File: src/dma_channel_pkg.sv
/*
 * Shared constants for the DMA channel control block.
 * Assumes a single clock domain and plain-port control from software.
 */
package dma_channel_pkg;
   localparam int NUM_CHANNELS = 4;
   localparam int CHAN_W = 2;
   localparam int SOFTWARE_ONLY_CHANNEL = 3;
   localparam int DATA_W = 32;
   localparam int ADDR_W = 32;
   localparam int COUNT_W = 11;
   localparam int ARB_W = 4;
   localparam int ARB_MAX_LOG2 = 10;
   localparam int FIFO_DEPTH = 32;
   localparam int TASK_WORDS = 4;
   localparam int MODE_W = 3;
   localparam logic [2:0] MODE_STOPPED = 3'h0;
   localparam logic [2:0] MODE_BASIC_REQUEST = 3'h1;
   localparam logic [2:0] MODE_AUTO_COMPLETE = 3'h2;
   localparam logic [2:0] MODE_PING_PONG = 3'h3;
   localparam logic [2:0] MODE_MEMORY_SCATTER_GATHER = 3'h4;
   localparam logic [2:0] MODE_PERIPHERAL_SCATTER_GATHER = 3'h6;
   localparam logic [2:0] MODE_RESET = 3'h0;
   localparam logic [1:0] ATTR_RESET = 2'h0;
endpackage

File: src/dma_fifo.sv
/*
 * Parameterised synchronous FIFO with valid and ready on both sides.
 * Assumes one clock; reader may stall so the FIFO genuinely fills.
 */
`timescale 1ns/1ps
module dma_fifo #(
   parameter int WIDTH = 32,
   parameter int DEPTH = 32
) (
   // Clock and reset.
   input wire logic mclk,
   input wire logic rst_b,
   // Fill side.
   input wire logic in_valid,
   output logic in_ready,
   input wire logic [WIDTH-1:0] in_data,
   // Drain side.
   output logic out_valid,
   input wire logic out_ready,
   output logic [WIDTH-1:0] out_data
);
   localparam int AW = $clog2(DEPTH);
   logic [WIDTH-1:0] mem_q [DEPTH];
   logic [AW-1:0] wr_q;
   logic [AW-1:0] rd_q;
   logic [AW:0] cnt_q;
   logic push;
   logic pop;

   assign in_ready = (cnt_q != (AW+1)'(DEPTH));
   assign out_valid = (cnt_q != '0);
   assign out_data = mem_q[rd_q];
   assign push = in_valid && in_ready;
   assign pop = out_valid && out_ready;

   always_ff @(posedge mclk) begin
      if (push) begin
         mem_q[wr_q] <= in_data;
      end
   end

   always_ff @(posedge mclk or negedge rst_b) begin
      if (!rst_b) begin
         wr_q <= '0;
         rd_q <= '0;
         cnt_q <= '0;
      end else begin
         if (push) begin
            wr_q <= wr_q + 1'b1;
         end
         if (pop) begin
            rd_q <= rd_q + 1'b1;
         end
         cnt_q <= cnt_q + (AW+1)'(push) - (AW+1)'(pop);
      end
   end
endmodule

File: src/dma_channel_control.sv
/*
 * Per-channel DMA control: enables, modes, attributes, requests, completion.
 * Assumes a memory side that accepts reads and writes with a ready handshake
 * and returns read data a cycle after an accepted read.
 */
//
// Contract
// A disabled channel services no requests and moves no data; a channel disabled mid-run still finishes its current arbitration run.
// Completion clears the channel enable without software action.
// Software must re-enable the channel before each new transfer.
// Each channel's enable state is readable by software.
// Mode of each control structure is readable; reads stop after completion.
// Mode is stop, basic, auto, ping-pong, memory or peripheral scatter-gather.
// Primary and alternate structures per channel, selected with channel number.
// Software request starts a transfer without peripheral request.
// Software-only channel completion pulses the dedicated interrupt.
// Peripheral channel completion pulses that peripheral's completion line.
// Scatter-gather set up from task list start, task count and flag.
// Four attributes per channel: burst only, alternate, priority, request mask.
// Arbitration size 1 to 1024 items in powers of two.
// Auto mode runs to completion even if request is withdrawn.
// Enable clears in the same cycle the mode becomes stop.
`timescale 1ns/1ps
module dma_channel_control (
   // Clock and reset.
   input wire logic mclk,
   input wire logic rst_b,
   // Channel control.
   input wire logic [3:0] enable_set,
   input wire logic [3:0] enable_clear,
   output logic [3:0] enable_status,
   input wire logic [3:0] software_request,
   input wire logic [3:0] peripheral_request,
   // Attribute access.
   input wire logic [1:0] attr_channel,
   input wire logic attr_write,
   input wire logic [3:0] attr_value,
   output logic [3:0] attr_readback,
   // Control structure setup.
   input wire logic setup_write,
   input wire logic [1:0] setup_channel,
   input wire logic alternate_structure_select,
   input wire logic [2:0] setup_mode,
   input wire logic [31:0] setup_src,
   input wire logic [31:0] setup_dst,
   input wire logic [10:0] setup_count,
   input wire logic [3:0] setup_arb_log2,
   // Scatter-gather setup.
   input wire logic sg_write,
   input wire logic [31:0] task_list_start,
   input wire logic [10:0] scatter_gather_task_count,
   input wire logic peripheral_scatter_gather_flag,
   // Mode readback.
   input wire logic [1:0] mode_channel,
   input wire logic mode_alternate,
   output logic [2:0] mode_readback,
   // Completion.
   output logic done_interrupt,
   output logic [3:0] peripheral_done,
   // Memory side.
   output logic mem_valid,
   output logic mem_write,
   output logic [31:0] mem_addr,
   output logic [31:0] mem_wdata,
   input wire logic mem_ready,
   input wire logic [31:0] mem_rdata,
   output logic arb_release
);
   typedef enum logic [2:0] {ST_IDLE, ST_TASK, ST_READ, ST_WAIT, ST_WRITE} state_e;
   localparam int NC = dma_channel_pkg::NUM_CHANNELS;
   localparam int DW = dma_channel_pkg::DATA_W;
   // ****************************************
   // Channel state
   // ****************************************
   logic [NC-1:0] en_q;
   logic [NC-1:0] pend_q;
   logic [NC-1:0] burst_q, alt_q, prio_q, mask_q;
   logic [2:0] mode_q [NC][2];
   logic [31:0] src_q [NC][2];
   logic [31:0] dst_q [NC][2];
   logic [10:0] cnt_q [NC][2];
   logic [3:0] arb_q [NC][2];
   logic [NC-1:0] preq_s1_q, preq_s2_q;
   state_e st_q;
   logic [1:0] ch_q;
   logic sel_q;
   logic [10:0] arb_cnt_q;
   logic [1:0] tw_q;
   logic [31:0] task_ptr_q;
   logic [NC-1:0] done_q;
   logic fifo_in_valid, fifo_in_ready, fifo_out_valid;
   logic [DW-1:0] fifo_out_data;
   logic [NC-1:0] live_req;
   logic pick_valid;
   logic [1:0] pick_ch;
   logic finish;
   logic chan_done;
   logic task_take_q;
   logic [1:0] task_idx_q;
   logic [2:0] cur_mode;
   // Peripheral request lines come from another block's pins; synchronise them.
   always_ff @(posedge mclk or negedge rst_b) begin
      if (!rst_b) begin
         preq_s1_q <= '0;
         preq_s2_q <= '0;
      end else begin
         preq_s1_q <= peripheral_request;
         preq_s2_q <= preq_s1_q;
      end
   end
   // Requests latch while enabled; masked peripheral requests are ignored.
   always_ff @(posedge mclk or negedge rst_b) begin
      if (!rst_b) begin
         pend_q <= '0;
      end else begin
         for (int i = 0; i < NC; i++) begin
            if (!en_q[i]) begin
               pend_q[i] <= 1'b0;
            end else if (software_request[i] || (preq_s2_q[i] && !mask_q[i])) begin
               pend_q[i] <= 1'b1;
            end else if (st_q == ST_WRITE && mem_ready && fifo_out_valid && !finish
               && ch_q == 2'(i) && cur_mode == dma_channel_pkg::MODE_AUTO_COMPLETE) begin
               pend_q[i] <= 1'b1;
            end else if (st_q == ST_IDLE && pick_valid && pick_ch == 2'(i)) begin
               pend_q[i] <= 1'b0;
            end
         end
      end
   end
   assign live_req = pend_q & en_q;
   // ****************************************
   // Arbitration: high priority first, then lowest number
   // ****************************************
   always_comb begin
      pick_valid = 1'b0;
      pick_ch = '0;
      for (int i = NC - 1; i >= 0; i--) begin
         if (live_req[i] && !prio_q[i]) begin
            pick_valid = 1'b1;
            pick_ch = 2'(i);
         end
      end
      for (int i = NC - 1; i >= 0; i--) begin
         if (live_req[i] && prio_q[i]) begin
            pick_valid = 1'b1;
            pick_ch = 2'(i);
         end
      end
   end
   assign cur_mode = mode_q[ch_q][sel_q];
   assign finish = (st_q == ST_WRITE) && mem_ready && (cnt_q[ch_q][sel_q] == 11'h001);
   assign chan_done = finish && (!(sel_q && mode_q[ch_q][0][2]) || cnt_q[ch_q][0] == 11'h001);
   // ****************************************
   // Transfer engine
   // ****************************************
   always_ff @(posedge mclk or negedge rst_b) begin
      if (!rst_b) begin
         st_q <= ST_IDLE;
         ch_q <= '0;
         sel_q <= 1'b0;
         arb_cnt_q <= '0;
         tw_q <= '0;
         task_ptr_q <= '0;
         task_take_q <= 1'b0;
         task_idx_q <= '0;
      end else begin
         task_take_q <= (st_q == ST_TASK) && mem_ready;
         task_idx_q <= tw_q;
         unique case (st_q)
            ST_IDLE: begin
               if (pick_valid) begin
                  ch_q <= pick_ch;
                  sel_q <= alt_q[pick_ch];
                  arb_cnt_q <= '0;
                  st_q <= (mode_q[pick_ch][alt_q[pick_ch]] == MODE_SG_ANY(pick_ch))
                     ? ST_TASK : ST_READ;
               end
            end
            ST_TASK: begin
               // Scatter-gather: the primary structure walks the task list. R11
               if (mem_ready) begin
                  tw_q <= tw_q + 2'h1;
                  if (tw_q == 2'h3) begin
                     task_ptr_q <= task_ptr_q + 32'h10;
                     sel_q <= 1'b1;
                     st_q <= ST_READ;
                  end
               end
            end
            ST_READ: begin
               if (mem_ready && fifo_in_ready) begin
                  st_q <= ST_WAIT;
               end
            end
            ST_WAIT: begin
               st_q <= ST_WRITE;
            end
            ST_WRITE: begin
               if (mem_ready && fifo_out_valid) begin
                  arb_cnt_q <= arb_cnt_q + 11'h001;
                  if (cnt_q[ch_q][sel_q] == 11'h001) begin
                     st_q <= ST_IDLE;
                  end else if (arb_cnt_q + 11'h001 == (11'h001 << arb_q[ch_q][sel_q])) begin
                     st_q <= ST_IDLE;
                  end else begin
                     st_q <= ST_READ;
                  end
               end
            end
            default: st_q <= ST_IDLE;
         endcase
      end
   end
   function automatic logic [2:0] MODE_SG_ANY(input logic [1:0] c);
      MODE_SG_ANY = mode_q[c][0][2] ? mode_q[c][0] : 3'h7;
   endfunction
   // Enable: set by software, cleared by software or by completion.
   always_ff @(posedge mclk or negedge rst_b) begin
      if (!rst_b) begin
         en_q <= '0;
      end else begin
         for (int i = 0; i < NC; i++) begin
            if (chan_done && ch_q == 2'(i)) begin
               en_q[i] <= 1'b0;
            end else if (enable_set[i]) begin
               en_q[i] <= 1'b1;
            end else if (enable_clear[i]) begin
               en_q[i] <= 1'b0;
            end
         end
      end
   end
   // ****************************************
   // Control structures and attributes
   // ****************************************
   always_ff @(posedge mclk or negedge rst_b) begin
      if (!rst_b) begin
         for (int i = 0; i < NC; i++) begin
            for (int s = 0; s < 2; s++) begin
               mode_q[i][s] <= dma_channel_pkg::MODE_RESET;
               src_q[i][s] <= '0;
               dst_q[i][s] <= '0;
               cnt_q[i][s] <= '0;
               arb_q[i][s] <= '0;
            end
         end
      end else begin
         if (task_take_q && task_idx_q == 2'h0) begin
            src_q[ch_q][1] <= mem_rdata;
         end else if (task_take_q && task_idx_q == 2'h1) begin
            dst_q[ch_q][1] <= mem_rdata;
         end else if (task_take_q && task_idx_q == 2'h2) begin
            cnt_q[ch_q][1] <= mem_rdata[10:0];
            mode_q[ch_q][1] <= dma_channel_pkg::MODE_BASIC_REQUEST;
         end
         if (st_q == ST_WRITE && mem_ready && fifo_out_valid) begin
            src_q[ch_q][sel_q] <= src_q[ch_q][sel_q] + 32'h4;
            dst_q[ch_q][sel_q] <= dst_q[ch_q][sel_q] + 32'h4;
            cnt_q[ch_q][sel_q] <= cnt_q[ch_q][sel_q] - 11'h001;
            if (finish) begin
               mode_q[ch_q][sel_q] <= dma_channel_pkg::MODE_STOPPED;
               if (sel_q && mode_q[ch_q][0][2]) begin
                  cnt_q[ch_q][0] <= cnt_q[ch_q][0] - 11'h001;
                  if (cnt_q[ch_q][0] == 11'h001) begin
                     mode_q[ch_q][0] <= dma_channel_pkg::MODE_STOPPED;
                  end
               end
            end
         end
         if (setup_write) begin
            mode_q[setup_channel][alternate_structure_select] <= setup_mode;
            src_q[setup_channel][alternate_structure_select] <= setup_src;
            dst_q[setup_channel][alternate_structure_select] <= setup_dst;
            cnt_q[setup_channel][alternate_structure_select] <= setup_count;
            arb_q[setup_channel][alternate_structure_select] <=
               (setup_arb_log2 > 4'hA) ? 4'hA : setup_arb_log2;
         end
         if (sg_write) begin
            mode_q[setup_channel][0] <= peripheral_scatter_gather_flag ?
               dma_channel_pkg::MODE_PERIPHERAL_SCATTER_GATHER :
               dma_channel_pkg::MODE_MEMORY_SCATTER_GATHER;
            src_q[setup_channel][0] <= task_list_start;
            cnt_q[setup_channel][0] <= scatter_gather_task_count;
         end
      end
   end
   always_ff @(posedge mclk or negedge rst_b) begin
      if (!rst_b) begin
         burst_q <= '0;
         alt_q <= '0;
         prio_q <= '0;
         mask_q <= '0;
      end else if (attr_write) begin
         burst_q[attr_channel] <= attr_value[0];
         alt_q[attr_channel] <= attr_value[1];
         prio_q[attr_channel] <= attr_value[2];
         mask_q[attr_channel] <= attr_value[3];
      end
   end
   // ****************************************
   // Completion signalling
   // ****************************************
   always_ff @(posedge mclk or negedge rst_b) begin
      if (!rst_b) begin
         done_q <= '0;
      end else begin
         done_q <= '0;
         if (chan_done) begin
            done_q[ch_q] <= 1'b1;
         end
      end
   end
   assign done_interrupt = done_q[dma_channel_pkg::SOFTWARE_ONLY_CHANNEL];
   assign peripheral_done = done_q & ~(4'h1 << dma_channel_pkg::SOFTWARE_ONLY_CHANNEL);
   // ****************************************
   // Data path and readback
   // ****************************************
   assign fifo_in_valid = (st_q == ST_WAIT);
   assign mem_valid = (st_q == ST_TASK) || (st_q == ST_READ && fifo_in_ready)
      || (st_q == ST_WRITE && fifo_out_valid);
   assign mem_write = (st_q == ST_WRITE);
   assign mem_addr = (st_q == ST_TASK) ? (src_q[ch_q][0] + task_ptr_q + {28'h0, tw_q, 2'h0})
      : (st_q == ST_WRITE) ? dst_q[ch_q][sel_q] : src_q[ch_q][sel_q];
   assign mem_wdata = fifo_out_data;
   assign arb_release = (st_q == ST_WRITE) && mem_ready && fifo_out_valid;
   assign enable_status = en_q;
   assign mode_readback = mode_q[mode_channel][mode_alternate];
   assign attr_readback = {mask_q[attr_channel], prio_q[attr_channel],
      alt_q[attr_channel], burst_q[attr_channel]};
   dma_fifo #(.WIDTH(DW), .DEPTH(dma_channel_pkg::FIFO_DEPTH)) u_fifo (
      .mclk(mclk),
      .rst_b(rst_b),
      .in_valid(fifo_in_valid),
      .in_ready(fifo_in_ready),
      .in_data(mem_rdata),
      .out_valid(fifo_out_valid),
      .out_ready(mem_write && mem_ready),
      .out_data(fifo_out_data)
   );
endmodule

File: config.mk
export PLATFORM = sky130hd
export DESIGN_NAME = dma_channel_control
export DESIGN_NICKNAME = d
export VERILOG_FILES = /design/src/dma_channel_pkg.sv /design/src/dma_fifo.sv /design/src/dma_channel_control.sv
export SDC_FILE = /design/constraint.sdc
export NUM_CORES = 2
export LEC_CHECK = 0
export BUFFER_PORTS_ARGS = -buffer_cell sky130_fd_sc_hd__buf_2
export CAP_MARGIN = 40
export CORE_ASPECT_RATIO = 1.25
export CORE_MARGIN = 5
export CORE_UTILIZATION = 45
export DETAILED_ROUTE_END_ITERATION = 6
export GPL_TIMING_DRIVEN = 1
export MAX_ROUTING_LAYER = met4
export SYNTH_ARGS = -nofsm -noshare
export SYNTH_HDL_FRONTEND = slang
export SYNTH_SLANG_ARGS = --single-unit
File: constraint.sdc
create_clock -name mclk -period 5.72 [get_ports mclk]
set_input_delay 0.858 -clock mclk [delete_from_list [all_inputs] [get_ports mclk]]
set_output_delay 0.858 -clock mclk [all_outputs]
set_load 0.02 [all_outputs]
---- Word level (Yosys, flattened, before mapping) ----
Memory sizes are Yosys's and may differ from the RTL's.
Index checks and enable logic that the tools add are counted.
word-level totals
  word-level logic and storage cells ...... 439
  RAM bits ................................ 1024
  register bits after elaboration ......... 762
  memories ................................ 1
memory list
  memory        words  width  rd ports  clocked after memory_dff  write ports  line            text
  u_fifo.mem_q  32     32     1         0                         1            dma_fifo.sv:23  logic [WIDTH-1:0] mem_q [DEPTH];
cells by class
  muxes and demuxes ....................... 212
  equal/unequal tests ..................... 28
  bitwise operators ....................... 16
  reduce and logical (&&, ||, !) cells .... 84
  add/sub/neg operators ................... 13
  order comparisons ....................... 18
  shift operators ......................... 1
operators by type and width
  operator                                        number
  2-to-1 mux 256 bit                              8
  bitwise mux 256 bit                             7
  2-to-1 mux 88 bit                               8
  demux 64 bit (select 2 bit)                     4
  2-to-1 mux 64 bit                               7
  bitwise mux 88 bit                              5
  2-to-1 mux 32 bit                               11
  binary-select mux 64 bit (select 2 bit)         2
  demux 22 bit (select 2 bit)                     5
  2-to-1 mux 24 bit                               9
  2-to-1 mux 22 bit                               6
  2-to-1 mux 11 bit                               8
  adder 32 x 3 -> 32 bit (second input constant)  2
  demux 32 bit (select 1 bit)                     2
  demux 6 bit (select 2 bit)                      5
  2-to-1 mux 6 bit                                10
  2-to-1 mux 3 bit                                17
  logical AND 1 bit                               50
  AND 24 bit                                      2
  bitwise mux 24 bit                              2
  2-to-1 mux 1 bit                                48
  NOT 24 bit                                      2
  binary-select mux 22 bit (select 2 bit)         1
  binary-select mux 6 bit (select 2 bit)          3
  61 further kinds                                148

---- Logic depth before layout (Yosys ltp) ----
  word-level depth ........................ 21
  mapped depth ............................ 22
  gate-level depth less buffers ........... 16

---- Modules after synthesis ----
Synthesis repeated with hierarchy kept, for this count alone.
second synthesis, totals
  cell total of the unflattened synthesis .. 7219
  area, all modules ....................... 87322.5 sq um
by module, submodules not included
  module               cells each  area each (sq um)  instances  sequential area each (sq um)
  dma_channel_control  5413        47490.5            1          18567.8
  dma_fifo             1806        39832.0            1          31149.9

---- Worst setup path after synthesis ----
OpenSTA, ideal clock, no wires.
  path kind ............................... reg2out
  from .................................... register ch_q[1]
  to ...................................... output port mem_addr[30]
  data arrival time ....................... 4.213 ns
  setup slack ............................. 0.649 ns
  required time ........................... 4.862 ns
  path buffers ............................ 5
  stages on the path, launching flop included .. 20
  cells stage by stage .................... dfrtp_1 -> buf_6 -> buf_8 -> buf_6 -> buf_6 -> buf_2 -> mux4_2 -> ha_1 -> inv_1 -> fa_1 -> nor2b_1 -> o21ai_0 -> a21boi_0 -> o21ai_0 -> o21ai_0 -> a21oi_1 -> o21ai_0 -> a21oi_1 -> or4b_2 -> nand3_1
on the way
  word-level cells in the longest chain between the ends .. 9
RTL lines
  item                                                  line                                                    text
  start, declared                                       dma_channel_control.sv:85                               logic [1:0] ch_q;
  start signal, assigned                                dma_channel_control.sv:172                              ch_q <= pick_ch;
  NOT 2 -> 3 bit (not written as such) (*)              dma_channel_control.sv:322, dma_channel_control.sv:323
  branches (longest 7 deep; another with adder 32 bit)  --
  2-to-1 mux 32 bit (*)                                 dma_channel_control.sv:322                              assign mem_addr = (st_q == ST_TASK) ? (src_q[ch_q][0] + task_ptr_q + {28'h0, tw_q, 2'h0})
  end, declared                                         dma_channel_control.sv:63                               output logic [31:0] mem_addr,
Every way passes the cells marked *. The select of a mux whose other input is x is not followed.

---- Final worst setup path ----
  from .................................... register ch_q[0]
  to ...................................... output port mem_addr[29]
Same word-level chain as after synthesis.

==> results.txt <==
Post-Synth XOR/XNOR Area -> 0.0180
Relative area change from synthesis to final layout -> 13.9%
Post-route standard cell area excluding fillers -> 99100 sq um
Most Crowded Layer GR -> met2
Placeable Area -> 192000 sq um
Net count of the mapped netlist -> 7252
Placed cell areas -> 92600 sq um
Adder-cell share of the synthesized area -> 0.00794
Detailed Route WL -> 305000 um
Routed wire length per instance -> 30.8 um
Crit-path cells -> buf_16 > mux4_2 > ha_1 > o21a_1 > o21ai_0 > nand2b_1 > a41o_1 > a41oi_2 > a221oi_2 > a211o_1 > a21oi_1 > xor2_2 > o21ai_0 > buf_2
Residual antenna-violating net count after detailed routing -> 0
Global-route wire length before repair -> 438000 um
Share of layout cells above drive strength 1 -> 0.213
Die width -> 403 um
Setup slack of the critical path after layout -> 0.136 ns
Fraction of registers with async set/reset -> 0.425
Gate Count Post-Synth -> 7006
Fin crit share -> 0.976
1st-iter DRT viols -> 7287
Maximum cell stage delay along the critical path -> 0.57 ns
I/O Pins -> 275
Max Root-Sink Buffers -> 3
Number of remaining DRC errors -> 0
Via count of the first global-routing pass -> 60919
Worst flop-to-flop path endpoint -> dst_q[159]$_DFF_PN0_
Number of synthesized flops with an enable pin -> 1024
Critical path launch point type -> flip-flop
R2r setup slk -> 0.86 ns
Sequential element share of the synthesized area -> 0.571
Mean Syn Cell Area -> 12.4 sq um
Pre-CTS worst setup slack -> 0.370 ns
Data required time of the critical path -> 4.86 ns
Critical Setup Path Class -> flip-flop to primary output
Unrepaired setup endpoints after global routing -> yes
Total of warnings raised by yosys -> 0
Pin count of the biggest net entering global routing -> 151
Post-CTS Hold Fix Bufs -> 0
TritonCTS clock tree -> done
Drt first pass iters -> 7
Compound-cell area share of the yosys netlist -> 0.104
Quantity of I/O buffers inserted on ports -> 273
Site row count -> 180
Global placer's final weighted congestion -> 0.982
Startpoint of the most critical register-to-register path -> ch_q[1]$_DFFE_PN0P_
Inserted Clock Buffers -> 180
Mux share of post-synthesis cell area -> 0.182
Status -> finished, final reports clean
Capturing element type of the critical path -> primary output
Final Hold Viols -> 0
Power Density -> 492 nW/um^2
Lkg Pwr -> 0.0366 uW
Global routing usage on met1 -> 0.370
Dominant synthesized flop cell -> edfxtp_1
Via density per instance -> 6.25
FF+latch count, synth -> 1782
Dominant combinational cell family by area after synthesis -> multiplexers
Number of levels the H-tree was split into -> 4
Aggregate global routing overflow -> 0
Worst Reg-to-Reg Cells -> 11
Yosys cell types -> 91
Root buf cell -> clkbuf_16
Synth Area in Simple Gates -> 0.0862
VDD IR max -> 357 uV
Insertion delay of the later-clocked pin in the worst-skew pair -> 0.85 ns
Final layout net count -> 7398
Initial antenna violation count -> 55
Max Slew Vio Count -> 0
Vias -> 61794
GRT Overall Usage -> 0.306
Setup violation total in the final timing report -> 0
Slew at the pin closest to its max-slew limit -> 1.04 ns
Reg clk slew, reported paths -> 0.06 ns
Estimated wirelength of the detail-placed design -> 197000 um
Die footprint -> 202000 sq um
Starting density of the core -> 0.452
Dominant cell type by count on the critical path -> o21ai_0
Slowest cell on crit path -> mux4_2
Area of the mapped netlist -> 87000 sq um
Worst-path fanout max -> 11
Slew HR -> 0.296
Setup skew after layout -> 0.0504 ns
Number of sinks handled by clock tree synthesis -> 1782
Worst Hold Class -> input port to async pin
Final min period -> 5.58 ns
Achievable frequency -> 179 MHz
Met2 capacity usage during global routing -> 0.482
Number of max-capacitance violations reported -> 0
Data arrival time of the critical path -> 4.73 ns
Chip height -> 502 um
Global routing met3 resource utilization -> 0.0569
[what timing repair did]
item,CTS,global route
cloned,0,0
hold endpoints to repair,0,0
setup endpoints to repair,7,5
pin swaps,1,4
buffers inserted,7,3
resized for setup,7,11
[worst max-delay path, delay by kind of cell (launching register included)]
kind / cells / cell delay (ns)
AOI/OAI and AO/OA: 8 / 1.68
muxes: 1 / 0.57
DFF: 1 / 0.50
buffers and inverters: 2 / 0.39
adders and majority gates: 1 / 0.36
xor gates and xnor gates: 1 / 0.29
and+or+nand+nor: 1 / 0.11
[stage by stage]
stage | power (uW) | utilization | TNS (ns) | hold WS [ns] | cells
floorplan | 29400 | - | 0 | 0.331 | 7006
global placement | 35900 | 0.476 | 0 | 0.339 | 9460
global route | 50900 | 0.515 | -0.163 | 0.0641 | 9879
CTS | 48700 | 0.514 | 0 | 0.0288 | 9846
finish | 48700 | 0.515 | 0 | 0.0283 | 9885
detailed placement | 36300 | 0.482 | 0 | 0.339 | 9508
[report_power, final]
group          internal [uW]  switching [uW]  leakage [uW]  total, uW
combinational           7960           11600        0.0152      19600
sequential             15500            1300        0.0184      16800
clock                   7050            5290       0.00301      12300
total                  30500           18200        0.0366      48700
[cell type report]
cell class                 instances  area [sq um]
fill                           16455         93300
sequential                      1782         49700
multi-input combinational       4598         35200
clock buffer                     239          5000
timing repair buffer             545          4530
tap                             2548          3190
clock inverter                    92          1170
inverter                          45           169
antenna                           36          90.1
[worst max-delay path by stage]
stage	startpoint	end	slack [ns]	depth (start not counted)
5_1_grt	ch_q[0]$_DFFE_PN0P_	mem_addr[30]	-0.06	16
2_1_floorplan	ch_q[1]$_DFFE_PN0P_	mem_addr[30]	0.65	19
4_1_cts	ch_q[0]$_DFFE_PN0P_	mem_addr[31]	0.002	15
3_5_place_dp	ch_q[0]$_DFFE_PN0P_	mem_addr[31]	0.37	12
6_report	ch_q[0]$_DFFE_PN0P_	mem_addr[29]	0.14	14
3_3_place_gp	ch_q[0]$_DFFE_PN0P_	mem_addr[31]	0.44	12
[cell usage in the layout (no fill, tap or decap), types with 54 or more instances in the layout]
master,Yosys,routed
mux2_2,101,101
buf_4,21,195
buf_12,1,54
o22ai_1,97,97
edfxtp_1,1024,1024
nand3_1,127,118
o21ai_0,626,620
mux2i_1,369,369
nor2_1,453,401
xor2_1,72,71
buf_2,46,272
nand2_1,967,954
clkbuf_16,0,181
a21oi_1,675,674
mux4_2,488,488
dfrtp_1,758,750
xnor2_1,98,98
[flip-flops by register name, summed over array words and instances (netlist names), 3 cells and up]
register and count:
mask_q 4, enable_status 4, arb_q 32, pend_q 4, preq_s2_q 4, cnt_q 88
src_q 256, prio_q 4, st_q 3, burst_q 4, arb_cnt_q 11, task_ptr_q 28
mode_q 24, u_fifo.wr_q 5, u_fifo.rd_q 5, u_fifo.cnt_q 6, preq_s1_q 4, dst_q 256
done_q 4, u_fifo.mem_q 1024, alt_q 4
[kinds of logic after synthesis]
kind of cell             Yosys count
XOR/XNOR                         175
flip-flops                      1782
AND/OR/NAND/NOR                 1768
AO/OA/AOI/OAI                   1642
buffers and inverters            626
other                              1
multiplexers                     958
adder cells (fa/ha/maj)           54
[per-layer routing]
metal	wire length (um)	vias up	share of wire
met5	0	-	0
met4	21800	0	0.071
met3	26200	875	0.086
met2	145000	3280	0.48
met1	112000	31183	0.37
li1	-	26456	-
[cell usage after synthesis, types with 17 or more instances]
library cell | n | area share
mux4_2 | 488 | 0.13
buf_1 | 97 | 0.0042
and3_1 | 21 | 0.0015
a31oi_1 | 32 | 0.0023
clkbuf_1 | 392 | 0.017
buf_4 | 21 | 0.0018
nor3_1 | 45 | 0.0026
a221oi_1 | 17 | 0.0017
o22ai_1 | 97 | 0.0070
xor2_1 | 72 | 0.0072
buf_2 | 46 | 0.0026
dfrtp_1 | 758 | 0.22
mux2_2 | 101 | 0.013
buf_6 | 17 | 0.0022
nand2b_1 | 21 | 0.0015
xnor2_1 | 98 | 0.0099
ha_1 | 52 | 0.0075
nand2_1 | 967 | 0.042
mux2i_1 | 369 | 0.042
o211ai_1 | 42 | 0.0036
nor2_1 | 453 | 0.020
o221ai_1 | 24 | 0.0024
o21ai_0 | 626 | 0.036
edfxtp_1 | 1024 | 0.35
nand3_1 | 127 | 0.0073
inv_1 | 43 | 0.0019
a21oi_1 | 675 | 0.039
o21ai_1 | 18 | 0.0010
(Power assumes the default switching activity.)
